### src/lts_pkg.sv
// package for the leak test auto sequencer: register map, fields, types
`default_nettype none
package lts_pkg;
  localparam int ADDR_W = 4;
  localparam logic [3:0] REG_CTRL = 4'h0;
  localparam logic [3:0] REG_SP_EN = 4'h1;
  localparam logic [3:0] REG_SP0 = 4'h2;
  localparam logic [3:0] REG_SP1 = 4'h3;
  localparam logic [3:0] REG_SP2 = 4'h4;
  localparam logic [3:0] REG_SP3 = 4'h5;
  localparam logic [3:0] REG_ROUGH_T = 4'h6;
  localparam logic [3:0] REG_TEST_T = 4'h7;
  localparam logic [3:0] REG_XFER_COARSE = 4'h8;
  localparam logic [3:0] REG_XFER_FINE = 4'h9;
  localparam logic [3:0] REG_STATUS = 4'ha;
  localparam logic [3:0] REG_IRQ_STAT = 4'hb;
  localparam logic [3:0] REG_IRQ_MASK = 4'hc;
  localparam logic [3:0] REG_RESULT = 4'hd;
  localparam int CTRL_AUTO_ON = 0;
  localparam int CTRL_ALLOW_PRECISE = 1;
  localparam int CTRL_OUT_MODE_LSB = 2;
  localparam int IRQ_PASS = 0;
  localparam int IRQ_FAIL = 1;
  localparam int IRQ_ABORT = 2;
  localparam int IRQ_REFUSED = 3;
  localparam logic [15:0] XFER_COARSE_LIMIT = 16'h0a00;
  localparam logic [15:0] XFER_FINE_LIMIT = 16'h0120;
  localparam logic [15:0] XFER_COARSE_RST = 16'h0900;
  localparam logic [15:0] XFER_FINE_RST = 16'h0100;
  localparam logic [15:0] ROUGH_T_RST = 16'h000a;
  localparam logic [15:0] TEST_T_RST = 16'h0005;
  localparam logic [11:0] SP_RST = 12'hfff;
  localparam int TICK_NS = 100_000_000;
  localparam int CLK_NS = 100;
  localparam int TICK_CYC = TICK_NS / CLK_NS;
  localparam int BAR_SEGS = 50;
  localparam int MANT_FULL = 100;
  localparam logic [15:0] LOG2_STEP = 16'h0800;
  localparam logic [15:0] LOG3_STEP = 16'h0c00;
  localparam logic [15:0] TONE_BASE = 16'h1000;
  typedef enum logic [2:0] {
    PH_IDLE = 3'b000,
    PH_START = 3'b001,
    PH_ROUGH = 3'b010,
    PH_COARSE = 3'b011,
    PH_PRECISE = 3'b100,
    PH_VENT = 3'b101,
    PH_HOLD = 3'b110
  } lts_phase_t;
  typedef enum logic [1:0] {
    OUT_LIN = 2'b00,
    OUT_LOG2 = 2'b01,
    OUT_LOG3 = 2'b10
  } lts_out_mode_t;
  // leak rate: mantissa 0..99 tenths, signed decade exponent
  typedef struct packed {
    logic signed [4:0] expo;
    logic [6:0] mant;
  } lts_rate_t;
  typedef struct packed {
    logic start;
    logic vent;
    logic other;
  } lts_btn_t;
endpackage
`default_nettype wire

### src/lts_seq.sv
// leak test auto sequencer: phases, set points, displays, analog and tone
//
// Contract
// RULE1 four limit set points, each acts only while its enable bit is set
// RULE2 limit alarm whenever measured rate exceeds the active set point
// RULE3 with several enabled, the lowest enabled limit decides
// RULE4 50-segment bar follows mantissa 0..10; exponent shown separately
// RULE5 analog output linear, or log at 2 V or 3 V per decade
// RULE6 tone frequency rises monotonically with leak rate
// RULE7 auto cycle runs start, rough, test, vent; times programmable
// RULE8 pass at cycle end returns to vent
// RULE9 fail shows reject, drives set point output, holds; only vent accepted
// RULE10 rate at cycle end is latched, shown and held until next start
// RULE11 rough moves to test as soon as transfer pressure is reached
// RULE12 rough time elapsed without transfer pressure aborts into hold
// RULE13 test lasts the full test time, then the limit compare
// RULE14 normal mode tests coarse first, precise only if no coarse leak
// RULE15 precise transfer off keeps testing coarse, never precise
// RULE16 transfer settings above fixed upper limits are refused
// RULE17 coarse test entered when pressure crosses the coarse set point
// RULE18 set point states readable by host and pendant
// RULE19 rates compared exponent first, then mantissa
`default_nettype none
module lts_seq
  import lts_pkg::*;
#(
  parameter int TICK_CYCLES = TICK_CYC
)
(
  input wire logic I_MCLK, // system clock
  input wire logic I_RESETN, // synchronous reset, active low
  input wire logic I_CE, // clock enable
  input wire logic [3:0] I_ADDR, // register index
  input wire logic [15:0] I_WDATA, // write data
  input wire logic I_WR, // write strobe
  input wire logic I_RD, // read strobe
  output logic [15:0] O_RDATA, // read data, cycle after read strobe
  input wire lts_pkg::lts_btn_t I_BTN, // operator button pulses
  input wire lts_pkg::lts_rate_t I_RATE, // measured leak rate
  input wire logic [15:0] I_PRESS, // test pressure, larger is higher
  output lts_pkg::lts_phase_t O_PHASE, // current phase
  output logic O_REJECT, // reject indication
  output logic O_SP_OUT, // limit set point output
  output logic O_ALARM, // live limit alarm
  output logic [3:0] O_SP_STATE, // per set point exceed state
  output logic [49:0] O_BAR, // bar graph segments
  output logic signed [4:0] O_EXPO, // exponent display
  output logic [15:0] O_ANALOG, // analog output code
  output logic [15:0] O_TONE, // tone frequency code
  output logic O_IRQ // interrupt, level
);
  typedef struct packed {
    lts_phase_t phase;
    logic [15:0] ctrl;
    logic [3:0] sp_en;
    logic [3:0][11:0] sp;
    logic [15:0] rough_t;
    logic [15:0] test_t;
    logic [15:0] xfer_c;
    logic [15:0] xfer_f;
    logic [3:0] irq_stat;
    logic [3:0] irq_mask;
    logic [31:0] presc;
    logic [15:0] secs;
    logic reject;
    logic held;
    lts_rate_t latched;
    logic [15:0] rdata;
  } lts_state_t;

  lts_state_t r, next_r;
  logic [3:0] sp_over;
  logic [3:0] sp_cand;
  logic [11:0] lim;
  logic lim_any;
  logic over_lim;
  logic tick;
  lts_rate_t shown;
  logic [15:0] rd_mux;
  logic [3:0] ev;

  function automatic logic rate_gt(input lts_rate_t a, input lts_rate_t b);
    if (a.expo != b.expo)
      return a.expo > b.expo; // RULE19
    return a.mant > b.mant;
  endfunction

  genvar gi;
  generate
    for (gi = 0; gi < 4; gi++)
    begin : g_sp
      assign sp_cand[gi] = r.sp_en[gi]; // RULE1
      assign sp_over[gi] = r.sp_en[gi] && rate_gt(I_RATE, lts_rate_t'(r.sp[gi])); // RULE18
    end
  endgenerate

  // lowest enabled limit wins
  always_comb
  begin
    lim = SP_RST;
    lim_any = 1'b0;
    for (int k = 0; k < 4; k++)
    begin
      if (sp_cand[k] && (!lim_any || rate_gt(lts_rate_t'(lim), lts_rate_t'(r.sp[k]))))
      begin
        lim = r.sp[k]; // RULE3
        lim_any = 1'b1;
      end
    end
  end

  assign over_lim = lim_any && rate_gt(I_RATE, lts_rate_t'(lim)); // RULE2
  assign tick = (r.presc == 32'(TICK_CYCLES - 1));

  always_comb
  begin
    unique case (I_ADDR)
      REG_CTRL: rd_mux = r.ctrl;
      REG_SP_EN: rd_mux = {12'h000, r.sp_en};
      REG_SP0: rd_mux = {4'h0, r.sp[0]};
      REG_SP1: rd_mux = {4'h0, r.sp[1]};
      REG_SP2: rd_mux = {4'h0, r.sp[2]};
      REG_SP3: rd_mux = {4'h0, r.sp[3]};
      REG_ROUGH_T: rd_mux = r.rough_t;
      REG_TEST_T: rd_mux = r.test_t;
      REG_XFER_COARSE: rd_mux = r.xfer_c;
      REG_XFER_FINE: rd_mux = r.xfer_f;
      REG_STATUS: rd_mux = {4'h0, sp_over, over_lim, r.reject, r.held, 2'h0, r.phase}; // RULE18
      REG_IRQ_STAT: rd_mux = {12'h000, r.irq_stat};
      REG_IRQ_MASK: rd_mux = {12'h000, r.irq_mask};
      REG_RESULT: rd_mux = {4'h0, r.latched};
      default: rd_mux = 16'h0000;
    endcase
  end

  always_comb
  begin
    next_r = r;
    ev = 4'h0;
    next_r.rdata = I_RD ? rd_mux : 16'h0000;
    next_r.presc = tick ? 32'h0 : r.presc + 32'h1;
    if (tick && r.secs != 16'hffff)
      next_r.secs = r.secs + 16'h1;
    if (I_WR)
    begin
      unique case (I_ADDR)
        REG_CTRL: next_r.ctrl = I_WDATA;
        REG_SP_EN: next_r.sp_en = I_WDATA[3:0]; // RULE1
        REG_SP0: next_r.sp[0] = I_WDATA[11:0];
        REG_SP1: next_r.sp[1] = I_WDATA[11:0];
        REG_SP2: next_r.sp[2] = I_WDATA[11:0];
        REG_SP3: next_r.sp[3] = I_WDATA[11:0];
        REG_ROUGH_T: next_r.rough_t = I_WDATA;
        REG_TEST_T: next_r.test_t = I_WDATA;
        REG_XFER_COARSE:
          if (I_WDATA <= XFER_COARSE_LIMIT)
            next_r.xfer_c = I_WDATA;
          else
            ev[IRQ_REFUSED] = 1'b1; // RULE16
        REG_XFER_FINE:
          if (I_WDATA <= XFER_FINE_LIMIT)
            next_r.xfer_f = I_WDATA;
          else
            ev[IRQ_REFUSED] = 1'b1; // RULE16
        REG_IRQ_MASK: next_r.irq_mask = I_WDATA[3:0];
        default: ;
      endcase
    end
    // hold after a fail: only vent is honoured
    if (I_BTN.vent)
    begin
      next_r.phase = PH_VENT;
      next_r.held = 1'b0;
    end
    else if (I_BTN.start && !r.held && r.ctrl[CTRL_AUTO_ON]) // RULE9
    begin
      next_r.phase = PH_START; // RULE7
      next_r.reject = 1'b0; // RULE10
      next_r.secs = 16'h0;
      next_r.presc = 32'h0;
    end
    else
    begin
      unique case (r.phase)
        PH_IDLE, PH_VENT, PH_HOLD: ;
        PH_START:
        begin
          next_r.phase = PH_ROUGH; // RULE7
          next_r.secs = 16'h0;
          next_r.presc = 32'h0;
        end
        PH_ROUGH:
          if (I_PRESS <= r.xfer_c)
          begin
            next_r.phase = PH_COARSE; // RULE11 RULE17
            next_r.secs = 16'h0;
            next_r.presc = 32'h0;
          end
          else if (r.secs >= r.rough_t)
          begin
            next_r.phase = PH_HOLD; // RULE12
            next_r.held = 1'b1;
            ev[IRQ_ABORT] = 1'b1;
          end
        PH_COARSE, PH_PRECISE:
          // a coarse leak only blocks the precise step; the verdict still waits out the test time
          if (r.secs >= r.test_t) // RULE13
            next_r = end_cycle(next_r, over_lim, I_RATE, ev, ev);
          else if (r.phase == PH_COARSE && !over_lim && r.ctrl[CTRL_ALLOW_PRECISE] // RULE14
                   && I_PRESS <= r.xfer_f) // RULE15
          begin
            next_r.phase = PH_PRECISE; // RULE14
          end
        default: next_r.phase = PH_IDLE;
      endcase
    end
    next_r.irq_stat = r.irq_stat | ev;
    if (I_RD && I_ADDR == REG_IRQ_STAT)
      next_r.irq_stat = ev;
  end

  function automatic lts_state_t end_cycle(input lts_state_t s, input logic fail, input lts_rate_t rt,
                                           input logic [3:0] ei, output logic [3:0] eo);
    lts_state_t t;
    t = s;
    eo = ei;
    t.latched = rt; // RULE10
    if (fail)
    begin
      t.phase = PH_HOLD; // RULE9
      t.reject = 1'b1;
      t.held = 1'b1;
      eo[IRQ_FAIL] = 1'b1;
    end
    else
    begin
      t.phase = PH_VENT; // RULE8
      eo[IRQ_PASS] = 1'b1;
    end
    return t;
  endfunction

  always_ff @(posedge I_MCLK)
  begin
    if (!I_RESETN)
    begin
      r <= '0;
      r.phase <= PH_IDLE;
      r.rough_t <= ROUGH_T_RST;
      r.test_t <= TEST_T_RST;
      r.xfer_c <= XFER_COARSE_RST;
      r.xfer_f <= XFER_FINE_RST;
      r.sp <= {4{SP_RST}};
      r.ctrl <= 16'h0002;
    end
    else if (I_CE)
      r <= next_r;
  end

  // show latched result between cycles, live rate while running
  assign shown = (r.phase == PH_VENT || r.phase == PH_HOLD || r.phase == PH_IDLE)
                 && (r.reject || r.latched != '0) ? r.latched : I_RATE; // RULE10

  generate
    for (gi = 0; gi < BAR_SEGS; gi++)
    begin : g_bar
      assign O_BAR[gi] = (32'(shown.mant) * BAR_SEGS) > (gi * MANT_FULL); // RULE4
    end
  endgenerate

  always_comb
  begin
    logic [15:0] dec;
    dec = 16'(signed'(shown.expo) + 16);
    unique case (lts_out_mode_t'(r.ctrl[CTRL_OUT_MODE_LSB +: 2])) // RULE5
      // top decades wrap in the 3 V log mode only; real leak rates sit far below them
      OUT_LOG2: O_ANALOG = 16'(dec * LOG2_STEP) + 16'(shown.mant * 20);
      OUT_LOG3: O_ANALOG = 16'(dec * LOG3_STEP) + 16'(shown.mant * 30);
      default: O_ANALOG = {9'h000, shown.mant};
    endcase
  end

  assign O_TONE = TONE_BASE + 16'({dec_of(I_RATE), I_RATE.mant} * 4); // RULE6

  function automatic logic [4:0] dec_of(input lts_rate_t a);
    // offset binary keeps the order of signed exponents
    return {~a.expo[4], a.expo[3:0]};
  endfunction

  assign O_PHASE = r.phase;
  assign O_REJECT = r.reject; // RULE9
  assign O_SP_OUT = r.reject; // RULE9
  assign O_ALARM = over_lim; // RULE2
  assign O_SP_STATE = sp_over; // RULE18
  assign O_EXPO = shown.expo; // RULE4
  assign O_RDATA = r.rdata;
  assign O_IRQ = |(r.irq_stat & r.irq_mask);
endmodule
`default_nettype wire

### config.mk
export PLATFORM = sky130hd
export DESIGN_NAME = lts_seq
export DESIGN_NICKNAME = d
export VERILOG_FILES = /design/src/lts_pkg.sv /design/src/lts_seq.sv
export SDC_FILE = /design/constraint.sdc
export NUM_CORES = 1
export LEC_CHECK = 0
export BUFFER_PORTS_ARGS = -buffer_cell sky130_fd_sc_hd__buf_2
export CAP_MARGIN = 10
export CORE_ASPECT_RATIO = 0.9
export CORE_UTILIZATION = 40
export DETAILED_ROUTE_END_ITERATION = 10
export SLEW_MARGIN = 20
export SYNTH_ARGS = -nofsm -noshare
export SYNTH_HDL_FRONTEND = slang
export SYNTH_SLANG_ARGS = --single-unit
### constraint.sdc
create_clock -name I_MCLK -period 8.8 [get_ports I_MCLK]
set_clock_uncertainty 0.05 [all_clocks]
set_input_delay 1.76 -clock I_MCLK [delete_from_list [all_inputs] [get_ports I_MCLK]]
set_output_delay 1.76 -clock I_MCLK [all_outputs]
set_load 0.01 [all_outputs]
==> flow_summary.rst, run 1 <==
.. list-table::
   :header-rows: 1

   * - Metric
     - Value
   * - Power spent charging and discharging nets
     - 1.17 mW
   * - Average cell area after synthesis
     - 7.83 sq um
   * - Power share of the combinational group
     - 0.338
   * - Number of cells on the worst hold path
     - 2
   * - Die Width
     - 228 um
   * - Leakage dissipation
     - 9.12 nW
   * - Sum of net half-perimeters after detailed placement
     - 55400 um
   * - Number of antenna violations at the first check in global routing
     - 6
   * - Aggregate global-route resource usage
     - 0.299
   * - Number of hold violations in the final report
     - 0
   * - Count of cell types in the netlist
     - 93
   * - DR WL met3
     - 6090 um
   * - Maximum number of pins on one net before global-route repair
     - 65
   * - Cells after Synth
     - 2343
   * - Switching share of power
     - 0.368
   * - Fraction of the core area covered by cells at the end of the flow
     - 0.468
   * - Share of synthesized registers carrying an async set or reset
     - 0
   * - Unrepaired setup endpoints after global routing
     - yes
   * - Top FF cell, synth
     - dfxtp_1
   * - Share of the clock period used by the worst path
     - 1.08
   * - Min Tclk post-route
     - 9500 ps
   * - First-pass GRT wire length
     - 107000 um
   * - Type of the worst setup path
     - flip-flop to primary output
   * - Pwr Density
     - 150 mW/mm^2
   * - Final antenna-violating net count
     - 0
   * - CTS tree
     - yes
   * - Total die area
     - 0.0467 sq mm
   * - EDFF count, synth
     - 0
   * - Met2 wire len
     - 30400 um
   * - Total of max-cap violations
     - 0
   * - Number of search-and-repair iterations in the first detailed-routing pass
     - 11
   * - Highest routed layer
     - met5
   * - Internal portion of total power
     - 2.01 mW
   * - Kind of launch point of the worst setup path
     - flip-flop
   * - Number of buffers added by the clock tree synthesis step
     - 25
   * - Mean number of vias per cell
     - 6.04
   * - Global placement routability congestion
     - 1.02
   * - Clock edge transition at the registers on the reported setup and hold paths
     - 70 ps
   * - Relative contribution of sequential cells to total power
     - 0.321
   * - Cell type of the slowest stage on the worst timing path
     - dfxtp_4
   * - Initial core utilization
     - 0.405
   * - Floorplan core area
     - 0.0453 sq mm
   * - Number of port buffers
     - 165
   * - Via total after detailed routing
     - 19000
   * - Die span in y
     - 205 um
   * - Number of global-route vias before repair
     - 17600
   * - Number of warnings printed during yosys synthesis
     - 0
   * - H-tree levels
     - 1
   * - Worst slew margin
     - 0.260
   * - Fin Hold WS
     - 406 ps
   * - Clock root cell
     - clkbuf_16
   * - Max Fanout on Critical Path
     - 10
   * - Post-CTS Hold Fix Bufs
     - 0
   * - Worst path arrival time
     - 7690 ps
   * - Register-to-register path setup slack
     - 500 ps
   * - Wire length reported by the detailed router
     - 71300 um
   * - Peak VDD IR
     - 123 uV
   * - Nature of the critical path endpoint
     - primary output
   * - Clock network latency to the later pin of the worst-skew pair
     - 540 ps
   * - Measured slew at the worst slew-check pin
     - 1110 ps
   * - Worst R2R Path Depth
     - 38
   * - Failing checks
     - design-rule violations, negative setup slack
   * - Number of violations reported at the end of detailed-routing iteration 0
     - 2168
   * - Tightest Hold Check Type
     - flip-flop to flip-flop
   * - Remaining design rule violation count
     - 2
   * - Largest incremental delay on the critical path
     - 430 ps
   * - Run status
     - complete, but fails checks
   * - Number of pins with negative max-slew slack in the final report
     - 0
   * - Total congestion overflow after global routing
     - 0
   * - Cell total after placement
     - 3097
   * - Clock Sinks
     - 221
   * - Sequential area share after synthesis
     - 0.241
   * - Synthesis-stage register bit count
     - 221
   * - Routed wirelength normalized by instance count
     - 22.7 um
   * - Area added between synthesis and finish
     - 15.5%
   * - Nets@finish
     - 2813
   * - Least setup slack across all paths after layout
     - -704 ps
   * - Endpoint required time on the critical path
     - 6990 ps
   * - Portion of total power attributed to the clock network
     - 0.341
   * - Number of buffers between clock root and the deepest sink
     - 3
   * - Sum of internal, switching and leakage power
     - 3.19 mW
   * - Synth Cell Area
     - 0.0183 sq mm
   * - Number of primary I/O pins
     - 170
   * - Highest clock frequency the design can meet
     - 105 MHz
   * - Filler-free cell count of the finished design
     - 3146
   * - DRT met1 WL
     - 32100 um
   * - Number of setup violations in the final report
     - 1
   * - Site Rows
     - 74
   * - Share of cells above drive strength 1
     - 0.170
   * - Worst slack at placement
     - -613 ps
-- layout by cell type, fill, tap and decap left out, types with 20 or more instances in the layout --
master     synthesis  layout
ha_1             224     222
mux2_2            31      31
nand4_1           51      51
and3_1            33      33
a22oi_1           43      43
xor2_1            30      30
a211oi_1          26      25
dfxtp_1          221     219
clkbuf_16          0      25
nand3_1           75      75
nor3_1            44      43
nor2b_1           35      34
o21ai_0           79      78
buf_4             35     137
and2_1            19      20
inv_1            171     169
nor2_1           166     160
o211ai_1          67      67
mux2i_1           51      49
o21a_1            32      31
a31oi_1           31      31
a21oi_1          162     161
buf_2             18     165
a222oi_1          22      22
nand2_1          299     298
-- cells by family (layout without fill, tap and decap cells) --
| family | count (synthesis) | after routing | synth area share |
|---|---|---|---|
| other | 1 | 7 | 0.000205 |
| flip-flops | 221 | 221 | 0.241 |
| XOR/XNOR | 45 | 45 | 0.0219 |
| adder cells (fa/ha/maj) | 240 | 240 | 0.170 |
| AND/OR/NAND/NOR | 797 | 797 | 0.206 |
| multiplexers | 83 | 83 | 0.0477 |
| AO/OA/AOI/OAI | 625 | 625 | 0.234 |
| buffers and inverters | 331 | 520 | 0.0786 |
-- path summary, 6_finish.rpt --
check,from,to
max,sp_cand[0]$_SDFFE_PN0P_,O_ALARM
min,r[216]$_SDFFE_PN0P_,r[216]$_SDFFE_PN0P_
max reg2reg,sp_cand[0]$_SDFFE_PN0P_,r[28]$_SDFFE_PN0P_
min reg2reg,r[216]$_SDFFE_PN0P_,r[216]$_SDFFE_PN0P_
-- Yosys cell counts, types with 30 or more instances --
cell,instances,share of area
nor3_1,44,0.012
mux2i_1,51,0.028
o21a_1,32,0.013
xor2_1,30,0.014
clkbuf_1,97,0.020
and3_1,33,0.011
nor2_1,166,0.034
ha_1,224,0.15
dfxtp_1,221,0.24
buf_4,35,0.014
o211ai_1,67,0.027
nand2_1,299,0.061
a22oi_1,43,0.018
mux2_2,31,0.019
inv_1,171,0.035
nor2b_1,35,0.012
nand3_1,75,0.020
nand4_1,51,0.017
a21oi_1,162,0.044
a31oi_1,31,0.011
o21ai_0,79,0.022
-- final cells by class --
cell class                      count  area, sq um
Antenna cell                        4         10.0
Clock buffer                       34          729
Clock inverter                     10          108
Fill cell                        4478        24100
Inverter                          172          647
Multi-Input combinational cell   1793        12600
Sequential cell                   221         4430
Tap cell                          608          761
Timing Repair Buffer              304         1890
-- power by group through the flow --
stage | sequential (mW) | combinational [mW] | clock (mW)
after floorplan | 1.04 | 0.655 | 0
after global placement | 1.04 | 1.06 | 0
after detailed placement | 1.04 | 1.05 | 0
after CTS | 1.02 | 1.05 | 1.10
after global routing | 1.02 | 1.16 | 1.13
final | 1.02 | 1.08 | 1.09
-- flip-flops by register name, summed over array words and instances (netlist names) --
| name | flops |
|---|---|
| r | 197 |
| O_RDATA | 16 |
| sp_cand | 4 |
| O_REJECT | 1 |
| O_PHASE | 3 |
-- repair_timing --
| action | 4_1_cts | 5_1_grt |
|---|---|---|
| pin swaps | 4 | 0 |
| resized for setup | 14 | 11 |
| setup endpoints to repair | 1 | 26 |
| buffers inserted | 1 | 0 |
-- worst max-delay path: cells and delay by family, from the launching register on --
family | cells | cell delay [ps]
compound gates | 15 | 2910
fa+ha+maj | 4 | 1180
buf+inv | 8 | 1070
flops | 1 | 430
mux | 2 | 680
simple gates | 7 | 880
-- layer usage --
metal,global-route usage,up-vias
li1,-,8853
met1,0.420,9165
met2,0.454,807
met3,0.0552,164
met4,0.101,6
met5,0,-
-- through the flow --
step | setup TNS [ps] | area [sq um]
3_5_place_dp | -613 | 20200
5_1_grt | -1060 | 21200
4_1_cts | -677 | 21100
6_report | -704 | 21200
3_3_place_gp | -478 | 20200
2_1_floorplan | 0 | 18400
(Power assumes the default switching activity.)
==> run 2, diff against run 1 <==
--- a/config.mk
+++ b/config.mk
@@ -7,9 +7,12 @@
 export LEC_CHECK = 0
 export BUFFER_PORTS_ARGS = -buffer_cell sky130_fd_sc_hd__buf_2
 export CAP_MARGIN = 10
+export CELL_PAD_IN_SITES_DETAIL_PLACEMENT = 0
+export CELL_PAD_IN_SITES_GLOBAL_PLACEMENT = 1
 export CORE_ASPECT_RATIO = 0.9
 export CORE_UTILIZATION = 40
 export DETAILED_ROUTE_END_ITERATION = 10
+export PLACE_DENSITY_LB_ADDON = 0.1
 export SLEW_MARGIN = 20
 export SYNTH_ARGS = -nofsm -noshare
 export SYNTH_HDL_FRONTEND = slang
==> run 2 against run 1 <==
Effect of this change: the flow finishes with violations (negative setup slack); sequential power about the same; non-clock buffer count up 24; global-route usage up 3.1 points; power up 6.2%; critical path type unchanged; utilization up 1.6 points; worst setup slack worse by 160 ps; final cell count up 0.92%.
==> flow_summary.rst, run 2 (synthesis gave the netlist of run 1 again) <==
.. list-table::
   :header-rows: 1

   * - Metric
     - Value
   * - Share of the clock period used by the worst path
     - 1.10 (+0.0178)
   * - Startpoint of the lowest-slack register-to-register path
     - sp_cand[0]$_SDFFE_PN0P_
   * - Measured slew at the worst slew-check pin
     - 1190 ps (+81.2 ps)
   * - Highest clock frequency the design can meet
     - 104 MHz (-1.6%)
   * - Share of cells above drive strength 1
     - 0.193 (+0.0226)
   * - Via total after detailed routing
     - 19000 (+0.0053%)
   * - Pwr Density
     - 155 mW/mm^2 (+2.7%)
   * - Number of pins with negative max-slew slack in the final report
     - 0 (unchanged)
   * - Type of the worst setup path
     - flip-flop to primary output
   * - Endpoint required time on the critical path
     - 6990 ps (about the same)
   * - Floorplan core area
     - 0.0453 sq mm (unchanged)
   * - Min Tclk post-route
     - 9660 ps (+157 ps)
   * - Number of cells on the worst hold path
     - 2 (unchanged)
   * - Total of max-cap violations
     - 0 (unchanged)
   * - Global placement routability congestion
     - 0.963 (-5.7%)
   * - First-pass GRT wire length
     - 115000 um (+7.4%)
   * - CTS tree
     - yes
   * - Number of primary I/O pins
     - 170 (unchanged)
   * - Leakage dissipation
     - 9.50 nW (+4.2%)
   * - Flip-flop count of the largest register, all copies and words added
     - 197 (unchanged)
   * - Clock network latency to the later pin of the worst-skew pair
     - 560 ps (+20 ps)
   * - Total of fill cells in the finished design
     - 4495 (+0.38%)
   * - Routed wirelength normalized by instance count
     - 25.0 um (+10%)
   * - Worst slack at placement
     - -841 ps (-228 ps)
   * - Area added between synthesis and finish
     - 19.4%
   * - Start point of the worst min-delay path
     - r[214]$_SDFFE_PN0P_
   * - Startpoint of the worst setup timing path
     - sp_cand[0]$_SDFFE_PN0P_
   * - Sum of net half-perimeters after detailed placement
     - 60200 um (+8.7%)
   * - Number of search-and-repair iterations in the first detailed-routing pass
     - 7 (-4)
   * - Most frequent standard cell in the layout excluding fill and tap cells
     - nand2_1
   * - Tightest Hold Check Type
     - flip-flop to flip-flop
   * - CP most frequent cell
     - buf_6
   * - Worst path arrival time
     - 7850 ps (+160 ps)
   * - Failing checks
     - negative setup slack
   * - Mean number of vias per cell
     - 5.98 (-0.91%)
   * - Number of setup violations in the final report
     - 1 (unchanged)
   * - Number of antenna violations at the first check in global routing
     - 6 (unchanged)
   * - Wire length reported by the detailed router
     - 79300 um (+11%)
   * - Nature of the critical path endpoint
     - primary output
   * - Kind of launch point of the worst setup path
     - flip-flop
   * - Total congestion overflow after global routing
     - 0 (unchanged)
   * - Stages on worst setup path
     - 32 (-11%)
   * - Fin Hold WS
     - 408 ps (+2.45 ps)
   * - Largest incremental delay on the critical path
     - 540 ps (+110 ps)
   * - Max Fanout on Critical Path
     - 7 (-3)
   * - Design area
     - 0.0219 sq mm (+3.4%)
   * - Nets@finish
     - 2839 (+0.92%)
   * - Number of buffers between clock root and the deepest sink
     - 3 (unchanged)
   * - Number of violations reported at the end of detailed-routing iteration 0
     - 1873 (-14%)
   * - Initial core utilization
     - 0.405 (unchanged)
   * - Number of hold violations in the final report
     - 0 (unchanged)
   * - Die span in y
     - 205 um (unchanged)
   * - Worst path bufs/invs
     - 8 (unchanged)
   * - H-tree levels
     - 1 (unchanged)
   * - Run status
     - complete, but fails checks
   * - Unrepaired setup endpoints after global routing
     - yes
   * - Die Width
     - 228 um (unchanged)
   * - Worst R2R Path Depth
     - 34 (-11%)
   * - Aggregate global-route resource usage
     - 0.329 (+0.0306)
   * - Clock edge transition at the registers on the reported setup and hold paths
     - 60 ps (about the same)
   * - Clock Sinks
     - 221 (unchanged)
   * - Largest register by flop count
     - r
   * - Final antenna-violating net count
     - 0 (unchanged)
   * - Multi-input gate area
     - 0.0130 sq mm (+3.1%)
   * - Kind of cell adding the most delay to the critical path
     - compound AO/OA/AOI/OAI gates
   * - Cell type of the slowest stage on the worst timing path
     - a222oi_1
   * - Number of buffers added by the clock tree synthesis step
     - 27 (+8.0%)
   * - Least setup slack across all paths after layout
     - -860 ps (-157 ps)
   * - Peak VDD IR
     - 144 uV (+17%)
   * - Clock root cell
     - clkbuf_16
   * - Remaining design rule violation count
     - 0 (-2)
   * - Total die area
     - 0.0467 sq mm (unchanged)
   * - Site Rows
     - 74 (unchanged)
   * - Area used by sequential logic in the layout
     - 0.00443 sq mm (unchanged)
   * - Number of global-route vias before repair
     - 17800 (+1.2%)
   * - Number of port buffers
     - 165 (unchanged)
   * - Maximum number of pins on one net before global-route repair
     - 74 (+14%)
   * - Placed standard-cell area
     - 0.0203 sq mm (+0.39%)
   * - Commonest cells after routing, fill and taps aside
     - nand2_1, dfxtp_1, ha_1
   * - Worst slew margin
     - 0.203 (-0.0571)
-- run 2: changes by cell type in the layout (fill, tap and decap cells not counted), sizes merged, moves of 2 or more --
cell | previous run | this run
buf | 304 | 327
bufinv | 2 | 4
clkbuf | 34 | 38
clkinv | 6 | 8
clkinvlp | 3 | 1
-- run 2: repair_timing --
action                                  in CTS  in global routing
hold buffers                                 0                  0
endpoints found under the setup margin       3                  5
resized for setup                           16                 83
pin swaps                                    4                 31
setup buffers                                3                 13
gates cloned                                 0                  1
-- run 2: where the power goes --
part | switching, mW | internal [mW] | total, mW
clock | 0.462 | 0.714 | 1.18
combinational | 0.792 | 0.391 | 1.18
sequential | 0.0137 | 1.01 | 1.02
-- run 2: metal layers --
layer  track usage  wire, um  up-vias
met2         0.538     36200      750
met4         0.122      2970        6
li1              -         -     8906
met1         0.433     34400     9179
met3        0.0535      5770      155
met5             0        40        -
-- run 2: tightest hold or removal path, cell delays in order, from the launching register on --
cell and delay (ps):
dfxtp_1 310, nand2_1 50, a21oi_1 50
-- run 2: path summary, 6_finish.rpt --
path / slack, ps / to
worst max-delay path: -860 / O_ALARM
worst min-delay path: 410 / r[214]$_SDFFE_PN0P_
worst max register to register: 370 / r[28]$_SDFFE_PN0P_
worst min register to register: 410 / r[214]$_SDFFE_PN0P_
-- run 2: layout make-up --
| type | count | area share |
|---|---|---|
| Tap cell | 608 | 0.0347 |
| Sequential cell | 221 | 0.202 |
| Inverter | 172 | 0.0297 |
| Clock inverter | 13 | 0.00783 |
| Antenna cell | 3 | 0.000343 |
| Multi-Input combinational cell | 1793 | 0.594 |
| Timing Repair Buffer | 328 | 0.0970 |
| Clock buffer | 37 | 0.0344 |
-- run 2: stage by stage --
| step | util | TNS [ps] | std cells | power, mW |
|---|---|---|---|---|
| 4_1_cts | 0.470 | -812 | 3159 | 3.35 |
| 2_1_floorplan | - | 0 | 2345 | 1.69 |
| 6_report | 0.484 | -860 | 3175 | 3.38 |
| 3_5_place_dp | 0.448 | -945 | 3106 | 2.17 |
| 3_3_place_gp | 0.448 | -662 | 3106 | 2.18 |
| 5_1_grt | 0.484 | -1080 | 3175 | 3.52 |
